<file path="src/core/bcd_params.svh">
// Addresses, field positions, reset values and timing of the BCD corrector.
`ifndef BCD_PARAMS_SVH
`define BCD_PARAMS_SVH

`define BCD_ADDR_W          20
`define BCD_ADJ_ADDR        20'hF00FE
`define BCD_DATA_W          8
`define BCD_LO_NIB_LSB      0
`define BCD_HI_NIB_LSB      4
`define BCD_NIBBLE_LIMIT    4'h9
`define BCD_NIBBLE_FIX      4'h6
`define BCD_LO_STEP         8'h06
`define BCD_RDATA_RESET     8'h00
`define BCD_READ_LATENCY    1

`endif

</file>
<file path="src/core/bcd_pkg.sv">
// Types shared by the BCD correction unit.
`default_nettype none
package bcd_pkg;

   typedef logic [19:0] addr_t;
   typedef logic [7:0]  byte_t;
   typedef logic [3:0]  nibble_t;

   typedef enum {
      ACC_NONE,
      ACC_READ,
      ACC_REFUSED
   } access_e;

endpackage : bcd_pkg
`default_nettype wire

</file>
<file path="src/core/bcd_adjust_calc.sv">
// Combinational correction value from the accumulator and the two flags.
`timescale 1ns/1ps
`default_nettype none
`include "bcd_params.svh"

module bcd_adjust_calc (
   input  wire logic                    carryFlag,
   input  wire logic                    halfCarryFlag,
   input  wire logic [`BCD_DATA_W-1:0]  accumulator,
   output logic      [`BCD_DATA_W-1:0]  correction
);

   bcd_pkg::nibble_t loNib;
   bcd_pkg::nibble_t hiNib;
   bcd_pkg::nibble_t loFix;
   bcd_pkg::nibble_t hiFix;
   logic [`BCD_DATA_W:0] lowAdjusted;

   always_comb begin
      loNib = accumulator[`BCD_LO_NIB_LSB +: 4];
      // A low nibble past nine or a half carry calls for six below.
      if (halfCarryFlag || (loNib > `BCD_NIBBLE_LIMIT)) begin
         loFix = `BCD_NIBBLE_FIX;
      end else begin
         loFix = 4'h0;
      end
      // The high nibble is judged after the low fix, since adding six
      // below may carry into it, or out of the byte altogether.
      lowAdjusted = {1'b0, accumulator} + {5'h00, loFix};
      hiNib = lowAdjusted[`BCD_HI_NIB_LSB +: 4];
      if (carryFlag || lowAdjusted[`BCD_DATA_W] ||
          (hiNib > `BCD_NIBBLE_LIMIT)) begin
         hiFix = `BCD_NIBBLE_FIX;
      end else begin
         hiFix = 4'h0;
      end
      // One value serves both directions: added after a sum, subtracted
      // after a difference.
      correction = {hiFix, loFix};
   end

endmodule : bcd_adjust_calc
`default_nettype wire

</file>
<file path="src/core/bcd_correction_unit.sv">
// Decimal-adjust value register, read over the core's data memory port.
//
// How it works
// - Supplies value that turns binary result into BCD.
// - Value computed live from accumulator and flags.
// - Only 8-bit reads; writes store nothing and raise accessError.
// - Register sits at fixed address F00FE.
// - Contents cleared to 00 at reset, meaningless until first read.
// - Adding value gives decimal sum and carry.
// - Subtracting value gives decimal difference and borrow.
`timescale 1ns/1ps
`default_nettype none
`include "bcd_params.svh"

module bcd_correction_unit (
   input  wire logic                    clk,
   input  wire logic                    rstn,
   input  wire logic [`BCD_ADDR_W-1:0]  memAddr,
   input  wire logic                    memRead,
   input  wire logic                    memWrite,
   input  wire logic                    memByte,
   input  wire logic [`BCD_DATA_W-1:0]  accumulator,
   input  wire logic                    carryFlag,
   input  wire logic                    halfCarryFlag,
   output logic      [`BCD_DATA_W-1:0]  rdData,
   output logic                         rdValid,
   output logic                         accessError
);

   ////////////////////////////////////////////////////////////////////////
   // Access decode.

   function automatic bcd_pkg::access_e decodeAccess(
      input logic [`BCD_ADDR_W-1:0] addr,
      input logic                   rd,
      input logic                   wr,
      input logic                   byteWide
   );
      bcd_pkg::access_e kind;
      kind = bcd_pkg::ACC_NONE;
      if (addr == `BCD_ADJ_ADDR) begin
         if (rd && byteWide && !wr) begin
            kind = bcd_pkg::ACC_READ;
         end else if (rd || wr) begin
            kind = bcd_pkg::ACC_REFUSED;
         end
      end
      return kind;
   endfunction : decodeAccess

   // Reference value, used to cross-check the datapath in assertions.
   function automatic logic [`BCD_DATA_W-1:0] refCorrection(
      input logic [`BCD_DATA_W-1:0] a,
      input logic                   carryIn,
      input logic                   halfIn
   );
      logic [`BCD_DATA_W:0] t;
      logic                 lo;
      logic                 hi;
      lo = halfIn || (a[3:0] > 4'h9);
      t  = {1'b0, a} + (lo ? 9'h006 : 9'h000);
      hi = carryIn || t[8] || (t[7:4] > 4'h9);
      return {hi ? 4'h6 : 4'h0, lo ? 4'h6 : 4'h0};
   endfunction : refCorrection

   bcd_pkg::access_e      accessKind;
   logic [`BCD_DATA_W-1:0] liveCorrection;

   assign accessKind = decodeAccess(memAddr, memRead, memWrite, memByte);

   // The value is formed from whatever the accumulator and flags hold in
   // the read cycle; nothing is latched at the arithmetic instruction, so
   // an interrupt between the two steps must preserve them.
   bcd_adjust_calc calc (
      .carryFlag     (carryFlag),
      .halfCarryFlag (halfCarryFlag),
      .accumulator   (accumulator),
      .correction    (liveCorrection)
   );

   ////////////////////////////////////////////////////////////////////////
   // Read answer registers.

   logic [`BCD_DATA_W-1:0] rdData_reg;
   logic [`BCD_DATA_W-1:0] rdData_next;
   logic                   rdValid_reg;
   logic                   rdValid_next;
   logic                   accessError_reg;
   logic                   accessError_next;

   always_comb begin
      rdData_next      = rdData_reg;
      rdValid_next     = 1'b0;
      accessError_next = 1'b0;
      unique case (accessKind)
         bcd_pkg::ACC_READ: begin
            rdData_next  = liveCorrection;
            rdValid_next = 1'b1;
         end
         bcd_pkg::ACC_REFUSED: begin
            // A write or wide access stores nothing and returns nothing.
            accessError_next = 1'b1;
         end
         bcd_pkg::ACC_NONE: begin
            rdData_next = rdData_reg;
         end
      endcase
   end

   // The data register has no meaningful content until the first read;
   // it is cleared only so the output is never unknown.
   always_ff @(posedge clk or negedge rstn) begin
      if (!rstn) begin
         rdData_reg      <= `BCD_RDATA_RESET;
         rdValid_reg     <= 1'b0;
         accessError_reg <= 1'b0;
      end else begin
         rdData_reg      <= rdData_next;
         rdValid_reg     <= rdValid_next;
         accessError_reg <= accessError_next;
      end
   end

   assign rdData      = rdData_reg;
   assign rdValid     = rdValid_reg;
   assign accessError = accessError_reg;

   ////////////////////////////////////////////////////////////////////////
   // Assertions.

   property p_nibbles_are_fixes;
      @(posedge clk) disable iff (!rstn)
      rdValid |-> ((rdData[3:0] == 4'h0) || (rdData[3:0] == 4'h6)) &&
                  ((rdData[7:4] == 4'h0) || (rdData[7:4] == 4'h6));
   endproperty
   a_nibbles_are_fixes: assert property (p_nibbles_are_fixes)
      else $error("correction nibble is neither 0 nor 6");

   property p_live_value;
      @(posedge clk) disable iff (!rstn)
      rdValid |-> rdData == refCorrection($past(accumulator),
                                          $past(carryFlag),
                                          $past(halfCarryFlag));
   endproperty
   a_live_value: assert property (p_live_value)
      else $error("read value does not follow accumulator and flags");

   property p_refused_silent;
      @(posedge clk) disable iff (!rstn)
      (memAddr == `BCD_ADJ_ADDR && (memWrite || (memRead && !memByte)))
      |=> !rdValid && accessError && $stable(rdData);
   endproperty
   a_refused_silent: assert property (p_refused_silent)
      else $error("refused access changed or returned data");

   property p_address_only;
      @(posedge clk) disable iff (!rstn)
      rdValid |-> $past(memAddr) == `BCD_ADJ_ADDR && $past(memRead) &&
                  $past(memByte);
   endproperty
   a_address_only: assert property (p_address_only)
      else $error("answer without a byte read at the register address");

   property p_quiet_after_reset;
      @(posedge clk) disable iff (!rstn)
      $rose(rstn) |-> !rdValid && !accessError;
   endproperty
   a_quiet_after_reset: assert property (p_quiet_after_reset)
      else $error("answer present at the first edge after reset");

   property p_add_digit_fix;
      @(posedge clk) disable iff (!rstn)
      rdValid && !$past(carryFlag) && !$past(halfCarryFlag) &&
      ($past(accumulator) <= 8'h99) && ($past(accumulator[3:0]) <= 4'h9)
      |-> rdData == 8'h00;
   endproperty
   a_add_digit_fix: assert property (p_add_digit_fix)
      else $error("valid decimal sum given a nonzero correction");

   property p_sub_borrow_fix;
      @(posedge clk) disable iff (!rstn)
      rdValid && $past(halfCarryFlag) && !$past(carryFlag) &&
      ($past(accumulator[7:4]) < 4'h9)
      |-> rdData == `BCD_LO_STEP;
   endproperty
   a_sub_borrow_fix: assert property (p_sub_borrow_fix)
      else $error("low borrow did not give correction 06");

   property p_carry_high_six;
      @(posedge clk) disable iff (!rstn)
      memRead && memByte && !memWrite && memAddr == `BCD_ADJ_ADDR &&
      carryFlag |=> rdValid && rdData[7:4] == 4'h6;
   endproperty
   a_carry_high_six: assert property (p_carry_high_six)
      else $error("carry set but high nibble fix missing");

   property p_half_carry_low_six;
      @(posedge clk) disable iff (!rstn)
      memRead && memByte && !memWrite && memAddr == `BCD_ADJ_ADDR &&
      halfCarryFlag |=> rdValid && rdData[3:0] == 4'h6;
   endproperty
   a_half_carry_low_six: assert property (p_half_carry_low_six)
      else $error("half carry set but low nibble fix missing");

   property p_read_answered;
      @(posedge clk) disable iff (!rstn)
      memRead && memByte && !memWrite && memAddr == `BCD_ADJ_ADDR
      |=> rdValid && !accessError;
   endproperty
   a_read_answered: assert property (p_read_answered)
      else $error("byte read of the register got no answer");

   // Any other address belongs to other blocks, so no pulse may follow.
   property p_other_address_quiet;
      @(posedge clk) disable iff (!rstn)
      memAddr != `BCD_ADJ_ADDR |=> !rdValid && !accessError;
   endproperty
   a_other_address_quiet: assert property (p_other_address_quiet)
      else $error("access to another address was answered");

   property p_data_holds;
      @(posedge clk) disable iff (!rstn)
      !rdValid |-> $stable(rdData);
   endproperty
   a_data_holds: assert property (p_data_holds)
      else $error("read data changed without a read");

endmodule : bcd_correction_unit
`default_nettype wire

</file>
<file path="config.mk">
export PLATFORM = sky130hd
export DESIGN_NAME = bcd_correction_unit
export DESIGN_NICKNAME = d
export VERILOG_FILES = /design/src/core/bcd_pkg.sv /design/src/core/bcd_adjust_calc.sv /design/src/core/bcd_correction_unit.sv
export VERILOG_INCLUDE_DIRS = /design/src /design/src/core
export SDC_FILE = /design/constraint.sdc
export NUM_CORES = 1
export LEC_CHECK = 0
export BUFFER_PORTS_ARGS = -buffer_cell sky130_fd_sc_hd__buf_2
export CAP_MARGIN = 30
export CORE_AREA = 3 3 40 42
export CTS_BUF_LIST = sky130_fd_sc_hd__clkbuf_8
export DETAILED_ROUTE_END_ITERATION = 7
export DIE_AREA = 0 0 43 45
export PLACE_DENSITY_LB_ADDON = 0.05
export SYNTH_ARGS = -nofsm -noshare
export SYNTH_HDL_FRONTEND = slang
export SYNTH_SLANG_ARGS = --single-unit
</file>
<file path="constraint.sdc">
create_clock -name clk -period 0.8 [get_ports clk]
set_input_delay 0.08 -clock clk [delete_from_list [all_inputs] [get_ports clk]]
set_output_delay 0.08 -clock clk [all_outputs]
set_load 0.05 [all_outputs]
</file>
==> run metrics, run 1 <==
initial antenna violation count=0; die height=45 µm; RSZ-0062 raised after global routing=yes; synth cell count leaders=6 x buf_4, 4 x dfrtp_1, 3 x a21oi_1; worst path bufs/invs=1; uppermost routed layer=met3; Psw=0.210 mW; highest clock rate=just under 1000 MHz; Cells after DPL=91; Synth Area in Compound Gates=under 10%; xor and xnor area share after synthesis=0%; maxcap violations=0; Post-Route WL=986 µm; DP Worst Slack=-0.480 ns; max reg flops=2; routed via count=422; WP data required=0.89 ns; Placer Congestion=0.617; final non-filler cell total=99; sequential fraction of the synthesis area=between 30% and 40%; Post-Syn Instances=35; fin crit share=128%; max incr delay on CP=0.31 ns; DIE WIDTH=43 µm; Post-Synth Adder-Cell Area=3.80%; Layout Skew=0 ns; Mapped Avg Cell Area=approximately 9.4 µm²; clock latency on the worst-skew pair=0.21 ns; Post-DRT Antenna Nets=0; Seq pwr share=around a quarter; prevailing post-synth register cell=dfrtp_1; first-pass GRT wire length=1.44 mm; worst path cell trace=buf_6 -> nor4bb_4 -> nand3_2 -> nor3_4 -> mux2_4; clock sink count=4; vias in the first global route=just over 400; top-count cell post-synth=buf_4; final setup vio count=8; Post-synth EDFFs=0; Startpoint Class=input pin; critical path class=in -> reg; post-synthesis instance area=329 µm²; Initial DRT Pass Iterations=1; R2R Setup Slk=-0.12 ns; failing checks=negative setup slack; post-synthesis simple-gate area fraction=34.6%; CP max FO=2; CP delay by family, top=simple AND/OR/NAND/NOR gates; yosys warns=0; area share of the leading cell type in the synthesized netlist=30.4%; Comb pwr share=25.6%; Final Max Slew Viols=0; CP max stage cell=mux2_4; WL met1=303 µm; post-DP HPWL=783 µm; Worst Setup End Kind=register; min-delay worst type=in -> reg; Critical Path AT=1.11 ns; # DRC=0; Row Count=13; WL per Instance=9.96 µm; fin nets=121; total power=about 0.86 mW; total track usage=9.54%; H-tree level count=1; Synth Register Bits=4; # diodes=0; ratio of cells with drive above 1 in the final layout=around 73%; CORE AREA=1280 µm²; post-synthesis mux area share=6.46%; CTS root buffer=clkbuf_8; Initial Util=about a quarter; distinct cell type count after synthesis=20; Synth area leaders=dfrtp_1 30%, buf_4 14%, and4b_1 6.1%, nor3_4 4.9%, a21oi_1 4.6%; # IOs=45; Post-synth ARST share=100%; CTS Buffer Depth=2; Layout Utilization=59.5%; port bufs=39; post-synth top area cell=dfrtp_1; largest net degree at the start of global routing=5; DIE AREA=between 1500 and 2000 µm²; Tmin final=1.02 ns; status=finished with violations; grt ovf=0; met3 wire length=119 µm; Internal=~0.65 mW; Net Sw Frac=24.4%; CTS clk-pin slew, worst paths=roughly 0.040 ns; met2 wire len=563 µm; Clock power frac=50.8%; Leak=0.430 nW; VDD IR max=0.437 mV; Fin. Hold Viols=0; DR iter-0 viols=0; drt via density=4.26; CTS tree=built; Syn-to-layout area delta=132%; CTS Buf Count=3; pwr dens=1130 nW/µm²; largest family of logic cells by synthesized area=simple AND/OR/NAND/NOR gates; Final WS setup=-0.221 ns
-- placed cells by master (no fill, tap or decap), drive strengths merged, types with 2 or more instances in the layout --
cell / synthesis / routed
buf: 6 / 47
o21ai: 2 / 2
conb: 1 / 4
and4b: 2 / 2
nor3: 3 / 3
inv: 2 / 3
clkbuf: 0 / 3
dfrtp: 4 / 4
a21oi: 3 / 3
nor2: 2 / 2
-- final timing paths --
check                                       from                    end  depth (start not counted)
min in group asynchronous                   rstn  accessError$_DFF_PN0_                          2
max in group asynchronous                   rstn  rdData[5]$_DFFE_PN0P_                          2
max reg2reg                rdData[2]$_DFFE_PN0P_  rdData[2]$_DFFE_PN0P_                          2
max                                  memAddr[10]  rdData[2]$_DFFE_PN0P_                          5
min                                    carryFlag  rdData[5]$_DFFE_PN0P_                          3
min reg2reg                rdData[5]$_DFFE_PN0P_  rdData[5]$_DFFE_PN0P_                          2
-- layout make-up --
class / count / area, µm²
clock buffer: 3 / 41.3
clock inverter: 1 / 3.75
fill: 112 / 520
inverter: 2 / 7.51
multi-input combinational: 26 / 244
sequential: 4 / 101
tap: 15 / 18.8
timing repair buffer: 48 / 348
-- power by group through the flow --
stage	registers (mW)	logic, mW	clock network (mW)
after floorplan	0.206	0.0900	0
after global placement	0.206	0.175	0
after detailed placement	0.206	0.176	0
after CTS	0.204	0.199	0.447
after global routing	0.203	0.240	0.465
final	0.204	0.220	0.437
-- routing by layer --
| metal | vias up | global-route usage [%] |
|---|---|---|
| met5 | - | 0 |
| met4 | 0 | 3.61 |
| met3 | 0 | 1.20 |
| met2 | 26 | 20.1 |
| met1 | 182 | 9.29 |
| li1 | 214 | - |
-- worst reg2reg max path, stage by stage (launching register included) --
cell	delay, ns
dfrtp_1	0.40
buf_4	0.15
mux2_4	0.25
-- kinds of logic after synthesis --
kind of cell,Yosys count
simple gates,14
buf+inv,8
compound gates,5
flops,4
mux,2
fa+ha+maj,1
other cells,1
-- stage by stage --
stage / setup TNS, ns / instance area, µm² / hold slack (ns)
detailed placement: -1.45 / 561 / -0.112
CTS: -0.761 / 707 / 0.123
floorplan: -0.740 / 358 / -0.216
global placement: -1.43 / 561 / -0.113
global route: -0.995 / 764 / 0.164
finish: -0.686 / 764 / 0.142
-- what timing repair did --
action | in CTS | in global routing
gates resized for setup | 19 | 9
hold buffers | 1 | 0
pin swaps | 2 | 5
setup endpoints to repair | 10 | 10
setup buffers | 2 | 2
endpoints found under the hold margin | 4 | 0
Power figures use the tool's default switching activity.
==> inputs of run 2 (changes only) <==
- CELL_PAD_IN_SITES_DETAIL_PLACEMENT: not set -> 0
- CELL_PAD_IN_SITES_GLOBAL_PLACEMENT: not set -> 1
- CORE_AREA: 3 3 40 42 -> not set
- CORE_MARGIN: not set -> 3
- CORE_UTILIZATION: not set -> 17
- DIE_AREA: 0 0 43 45 -> not set
==> run metrics, run 2 (synthesis gave the netlist of run 1 again) <==
H-tree level count=1 (unchanged); max reg flops=2 (unchanged); # DRC=0 (unchanged); # IOs=45 (unchanged); die height=50.0 µm (was 45 µm); Final WS setup=-0.217 ns (was -0.221 ns); VDD IR max=0.424 mV (was 0.437 mV); maxcap violations=0 (unchanged); DIE AREA=2500 µm² (was 1940 µm²); WL per Instance=9.26 µm (was 9.96 µm); Startpoint Class=input pin (unchanged); Syn-to-layout area delta=124% (was 132%); CTS Buf Count=3 (unchanged); clock sink count=4 (unchanged); Tmin final=1.02 ns (about the same); Row Count=15 (was 13); CORE AREA=1780 µm² (was 1280 µm²); clock latency on the worst-skew pair=0.22 ns (was 0.21 ns); Layout Skew=0 ns (unchanged); total track usage=8.76% (was 9.54%); DP Worst Slack=-0.485 ns (was -0.480 ns); GR Util met1=9.65% (was 9.29%); Initial DRT Pass Iterations=3 (was 1); grt peak-use layer=met2 (unchanged); met2 Track Usage GR=15.4% (was 20.1%); status=finished with violations (unchanged); Fill cells=187 (was 112); CTS clk-pin slew, worst paths=0.03 ns (was 0.04 ns); # diodes=0 (unchanged); WP data required=0.90 ns (was 0.89 ns); Post-Route WL=1.02 mm (was 986 µm); Critical Path AT=1.12 ns (was 1.11 ns); Final Max Slew Viols=0 (unchanged); Layout Utilization=41.4% (was 59.5%); final non-filler cell total=110 (was 99); met3 Use GR=1.21% (was 1.20%); CP max stage cell=mux2_4 (unchanged); initial antenna violation count=0 (unchanged); first-pass GRT wire length=1.72 mm (was 1.44 mm); most frequent cells in the layout=29 x buf_2, 11 x buf_6, 8 x buf_4, 4 x conb_1 (was 27 x buf_2, 14 x buf_6, 6 x buf_4, 4 x conb_1); critical path class=in -> reg (unchanged); Fin. Hold Viols=0 (unchanged); drt via density=3.79 (was 4.26); total power=0.836 mW (was 0.861 mW); worst path cell trace=buf_6 -> nor4b_4 -> nand4_2 -> nor3_4 -> mux2_4 (was buf_6 -> nor4bb_4 -> nand3_2 -> nor3_4 -> mux2_4); RSZ-0062 raised after global routing=yes (unchanged); final setup vio count=10 (was 8); largest net degree at the start of global routing=5 (unchanged); CP max FO=2 (unchanged); Cells after DPL=101 (was 91); Initial Util=18.5% (was 25.6%); pwr dens=1130 nW/µm² (about the same); placed inst area=573 µm² (was 561 µm²); max incr delay on CP=0.31 ns (about the same); CTS Buffer Depth=2 (unchanged); DIE WIDTH=50.0 µm (was 43 µm); post-DP HPWL=896 µm (was 783 µm); Worst Setup End Kind=register (unchanged); Placer Congestion=0.650 (was 0.617); most common cell after layout, fill and taps aside=buf_2 (unchanged); ratio of cells with drive above 1 in the final layout=69.4% (was 72.6%); vias in the first global route=435 (was 409); CP delay by family, top=simple AND/OR/NAND/NOR gates (unchanged); DR iter-0 viols=2 (was 0); Post-DRT Antenna Nets=0 (unchanged); min-delay worst type=in -> reg (unchanged); worst path bufs/invs=1 (unchanged); fin nets=122 (was 121); CTS root buffer=clkbuf_8 (unchanged); routed via count=417 (was 422); Design Area, Final=738 µm² (was 764 µm²); highest clock rate=983 MHz (was 979 MHz); Leak=0.403 nW (was 0.430 nW); CTS tree=built (unchanged); failing checks=negative setup slack (unchanged); grt ovf=0 (unchanged); port bufs=39 (unchanged); fin crit share=127% (was 128%)
run 2: final timing paths:
path | from | to | slack (ns) | depth (start not counted)
max in group asynchronous | rstn | rdData[5]$_DFFE_PN0P_ | 0.48 | 2
max | memAddr[9] | rdData[2]$_DFFE_PN0P_ | -0.22 | 5
min | memWrite | accessError$_DFF_PN0_ | 0.14 | 3
min in group asynchronous | rstn | rdData[2]$_DFFE_PN0P_ | 0.19 | 2
min reg2reg | rdData[5]$_DFFE_PN0P_ | rdData[5]$_DFFE_PN0P_ | 0.59 | 2
max reg2reg | rdData[2]$_DFFE_PN0P_ | rdData[2]$_DFFE_PN0P_ | -0.11 | 2
run 2: through the flow:
step	hold WS [ns]	setup TNS, ns
2_1_floorplan	-0.216	-0.740
3_3_place_gp	-0.112	-1.46
3_5_place_dp	-0.111	-1.47
4_1_cts	0.144	-0.847
5_1_grt	0.163	-1.25
6_report	0.145	-0.841
run 2: layer usage:
metal / routed length, µm / part of all wire (%)
met5: 0 / 0
met4: 0 / 0
met3: 48 / 4.7
met2: 617 / 61
met1: 353 / 35
run 2: power breakdown:
| part | switching (mW) | total (mW) | internal [mW] |
|---|---|---|---|
| Sequential | 0.000000855 | 0.204 | 0.204 |
| Combinational | 0.0931 | 0.200 | 0.107 |
| Clock | 0.105 | 0.432 | 0.327 |
| Total | 0.198 | 0.836 | 0.638 |
run 2: cell type report:
cell class	count	area, µm²	area share (%)
timing repair buffer	49	339	45.9
tap	25	31.3	4.24
inverter	2	7.51	1.02
sequential	4	101	13.7
clock buffer	3	41.3	5.59
clock inverter	1	3.75	0.508
multi-input combinational	26	214	29.0
run 2: worst reg2reg max path, cell delays in order (launching register included):
cell and delay [ns]:
dfrtp_1 0.40, buf_4 0.15, mux2_4 0.25
run 2: what timing repair did:
action                                  CTS  global route
gates resized for setup                  18             2
cloned                                    0             0
endpoints found under the hold margin     4             0
setup buffers                             3             2
endpoints found under the setup margin   10            10
hold buffers                              1             0
pin swaps                                 5             3
==> inputs of run 3 (changes only) <==
- CELL_PAD_IN_SITES_DETAIL_PLACEMENT: 0 -> not set
- CELL_PAD_IN_SITES_GLOBAL_PLACEMENT: 1 -> not set
- CORE_UTILIZATION: 17 -> 36
- SYNTH_HIERARCHICAL: not set -> 1
==> run metrics, run 3 <==
Post-synth EDFFs=0 (unchanged); Layout Skew=0 ns (unchanged); final non-filler cell total=117 (was 110); critical path class=in -> reg (unchanged); Worst Setup End Kind=register (unchanged); Final Max Slew Viols=0 (unchanged); met3 wire length=101 µm (was 48 µm); Synth Register Bits=10 (was 4); Placer Congestion=0.674 (was 0.650); sequential fraction of the synthesis area=44.2% (was 30.4%); # diodes=0 (unchanged); area share of the leading cell type in the synthesized netlist=44.2% (was 30.4%); pwr dens=1210 nW/µm² (was 1130 nW/µm²); Syn-to-layout area delta=98.7% (was 124%); post-synthesis instance area=567 µm² (was 329 µm²); routed via count=576 (was 417); Initial DRT Pass Iterations=3 (unchanged); port bufs=43 (was 39); CTS Buf Count=3 (unchanged); RSZ-0062 raised after global routing=yes (unchanged); Mapped Avg Cell Area=12.3 µm² (was 9.40 µm²); post-synth top area cell=dfrtp_1 (unchanged); Leak=0.580 nW (was 0.403 nW); clock latency on the worst-skew pair=0.24 ns (was 0.22 ns); CTS Buffer Depth=2 (unchanged); WP data required=0.92 ns (was 0.90 ns); Layout Utilization=81.4% (was 41.4%); Final WS setup=-0.289 ns (was -0.217 ns); initial antenna violation count=0 (unchanged); # IOs=45 (unchanged); drt via density=4.92 (was 3.79); H-tree level count=1 (unchanged); yosys warns=6 (was 0); vias in the first global route=608 (was 435); max incr delay on CP=0.30 ns (was 0.31 ns); fin crit share=136% (was 127%); largest net degree at the start of global routing=11 (was 5); CP max stage cell=mux2_4 (unchanged); max reg flops=8 (was 2); total track usage=17.3% (was 8.76%); uppermost routed layer=met3 (unchanged); Startpoint Class=input pin (unchanged); Post-synth ARST share=100% (unchanged); status=finished with violations (unchanged); first-pass GRT wire length=2.47 mm (was 1.72 mm); CP max FO=8 (was 2); prevailing post-synth register cell=dfrtp_1 (unchanged); WL per Instance=14.9 µm (was 9.26 µm); fin nets=139 (was 122); met2 wire len=1.10 mm (was 617 µm); Critical Path AT=1.21 ns (was 1.12 ns); post-DP HPWL=1.23 mm (was 896 µm); CTS clk-pin slew, worst paths=0.05 ns (was 0.03 ns); DR iter-0 viols=2 (unchanged); ratio of cells with drive above 1 in the final layout=77.5% (was 69.4%); grt ovf=0 (unchanged); Initial Util=41.0% (was 18.5%); DIE WIDTH=45.7 µm (was 50.0 µm); Design Area, Final=1130 µm² (was 738 µm²); top-count cell post-synth=dfrtp_1 (was buf_4); most common cell after layout, fill and taps aside=buf_2 (unchanged); Cells after DPL=109 (was 101); Post-Syn Instances=46 (was 35); highest clock rate=918 MHz (was 983 MHz); CTS tree=built (unchanged); WL met1=542 µm (was 353 µm); most frequent cells in the layout=23 x buf_2, 21 x buf_6, 10 x dfrtp_1, 8 x mux2_4, 8 x buf_4 (was 29 x buf_2, 11 x buf_6, 8 x buf_4, 4 x conb_1); DP Worst Slack=-0.577 ns (was -0.485 ns); failing checks=negative setup slack (unchanged); final hold slack=0.135 ns (was 0.145 ns); worst path cell trace=buf_6 -> nor4b_4 -> nand2_2 -> nor3_4 -> buf_12 -> mux2_4 (was buf_6 -> nor4b_4 -> nand4_2 -> nor3_4 -> mux2_4); Row Count=13 (was 15); VDD IR max=1.00 mV (was 0.424 mV); CORE AREA=1380 µm² (was 1780 µm²); Synth area leaders=dfrtp_1 44%, mux2_2 16%, buf_4 7.9%, and4bb_2 6.6%, nor3_4 2.9% (was dfrtp_1 30%, buf_4 14%, and4b_1 6.1%, nor3_4 4.9%, a21oi_1 4.6%); maxcap violations=0 (unchanged); die height=45.7 µm (was 50.0 µm); clock sink count=10 (was 4); # DRC=0 (unchanged); DIE AREA=2090 µm² (was 2500 µm²); synth cell count leaders=10 x dfrtp_1, 8 x mux2_2, 6 x buf_4 (was 6 x buf_4, 4 x dfrtp_1, 3 x a21oi_1); Tmin final=1.09 ns (was 1.02 ns); final setup vio count=19 (was 10); Fin. Hold Viols=0 (unchanged); Post-DRT Antenna Nets=0 (unchanged); distinct cell type count after synthesis=21 (was 20); placed inst area=858 µm² (was 573 µm²); min-delay worst type=in -> reg (unchanged); Post-Route WL=1.74 mm (was 1.02 mm); CTS root buffer=clkbuf_8 (unchanged)
-- run 3: power by group --
| part | internal (mW) | switching, mW |
|---|---|---|
| sequential | 0.507 | 0.00000290 |
| combinational | 0.142 | 0.0762 |
| clock | 0.433 | 0.203 |
-- run 3: logic make-up (layout without fill, tap and decap cells) --
kind of cell / Yosys count / count (layout) / synth area share [%]
simple gates: 13 / 13 / 21.4
flops: 10 / 10 / 44.2
mux: 8 / 8 / 15.9
buf+inv: 8 / 61 / 9.27
compound gates: 5 / 5 / 6.40
fa+ha+maj: 1 / 1 / 2.21
other cells: 1 / 4 / 0.662
-- run 3: final cells by class --
type                    instances  area (µm²)
flip-flops and latches         10         250
inverters                       2        7.51
well taps                      15        18.8
clock buffers                   4        55.1
repair buffers                 55         457
fillers                        85         256
multi-input cells              31         338
-- run 3: final timing paths --
path                                         endpoint  depth (start not counted)             startpoint  slack (ns)
worst max-delay path            rdData[0]$_DFFE_PN0N_                          6            memAddr[12]       -0.29
worst min-delay path            accessError$_DFF_PN0_                          3               memWrite        0.14
worst max register to register  rdData[0]$_DFFE_PN0N_                          1  rdData[0]$_DFFE_PN0N_       -0.01
worst min register to register  rdData[6]$_DFFE_PN0N_                          1  rdData[6]$_DFFE_PN0N_        0.53
max in group asynchronous       rdData[4]$_DFFE_PN0N_                          2                   rstn        0.35
min in group asynchronous       rdData[0]$_DFFE_PN0N_                          2                   rstn        0.25
-- run 3: timing repair --
action / in CTS / in global routing
pin swaps: 3 / 11
setup endpoints to repair: 18 / 20
endpoints found under the hold margin: 10 / 0
setup buffers: 1 / 4
resized for setup: 31 / 12
hold buffers: 1 / 0
cloned: 0 / 0
-- run 3: worst max-delay path, delay by kind of cell --
kind	cells	cell delay [ns]
multiplexers	1	0.30
AND/OR/NAND/NOR	3	0.58
buffers and inverters	2	0.26
-- run 3: metrics by stage --
| stage | TNS [ns] | total power [mW] |
|---|---|---|
| 6_report | -2.92 | 1.36 |
| 3_5_place_dp | -4.91 | 0.682 |
| 4_1_cts | -3.21 | 1.35 |
| 5_1_grt | -3.36 | 1.43 |
| 2_1_floorplan | -3.69 | 0.586 |
| 3_3_place_gp | -4.79 | 0.675 |
-- run 3: metal layers --
metal | vias to the layer above | track usage, %
li1 | 267 | -
met1 | 288 | 15.9
met2 | 21 | 33.1
met3 | 0 | 6.32
met4 | 0 | 7.02
met5 | - | 0
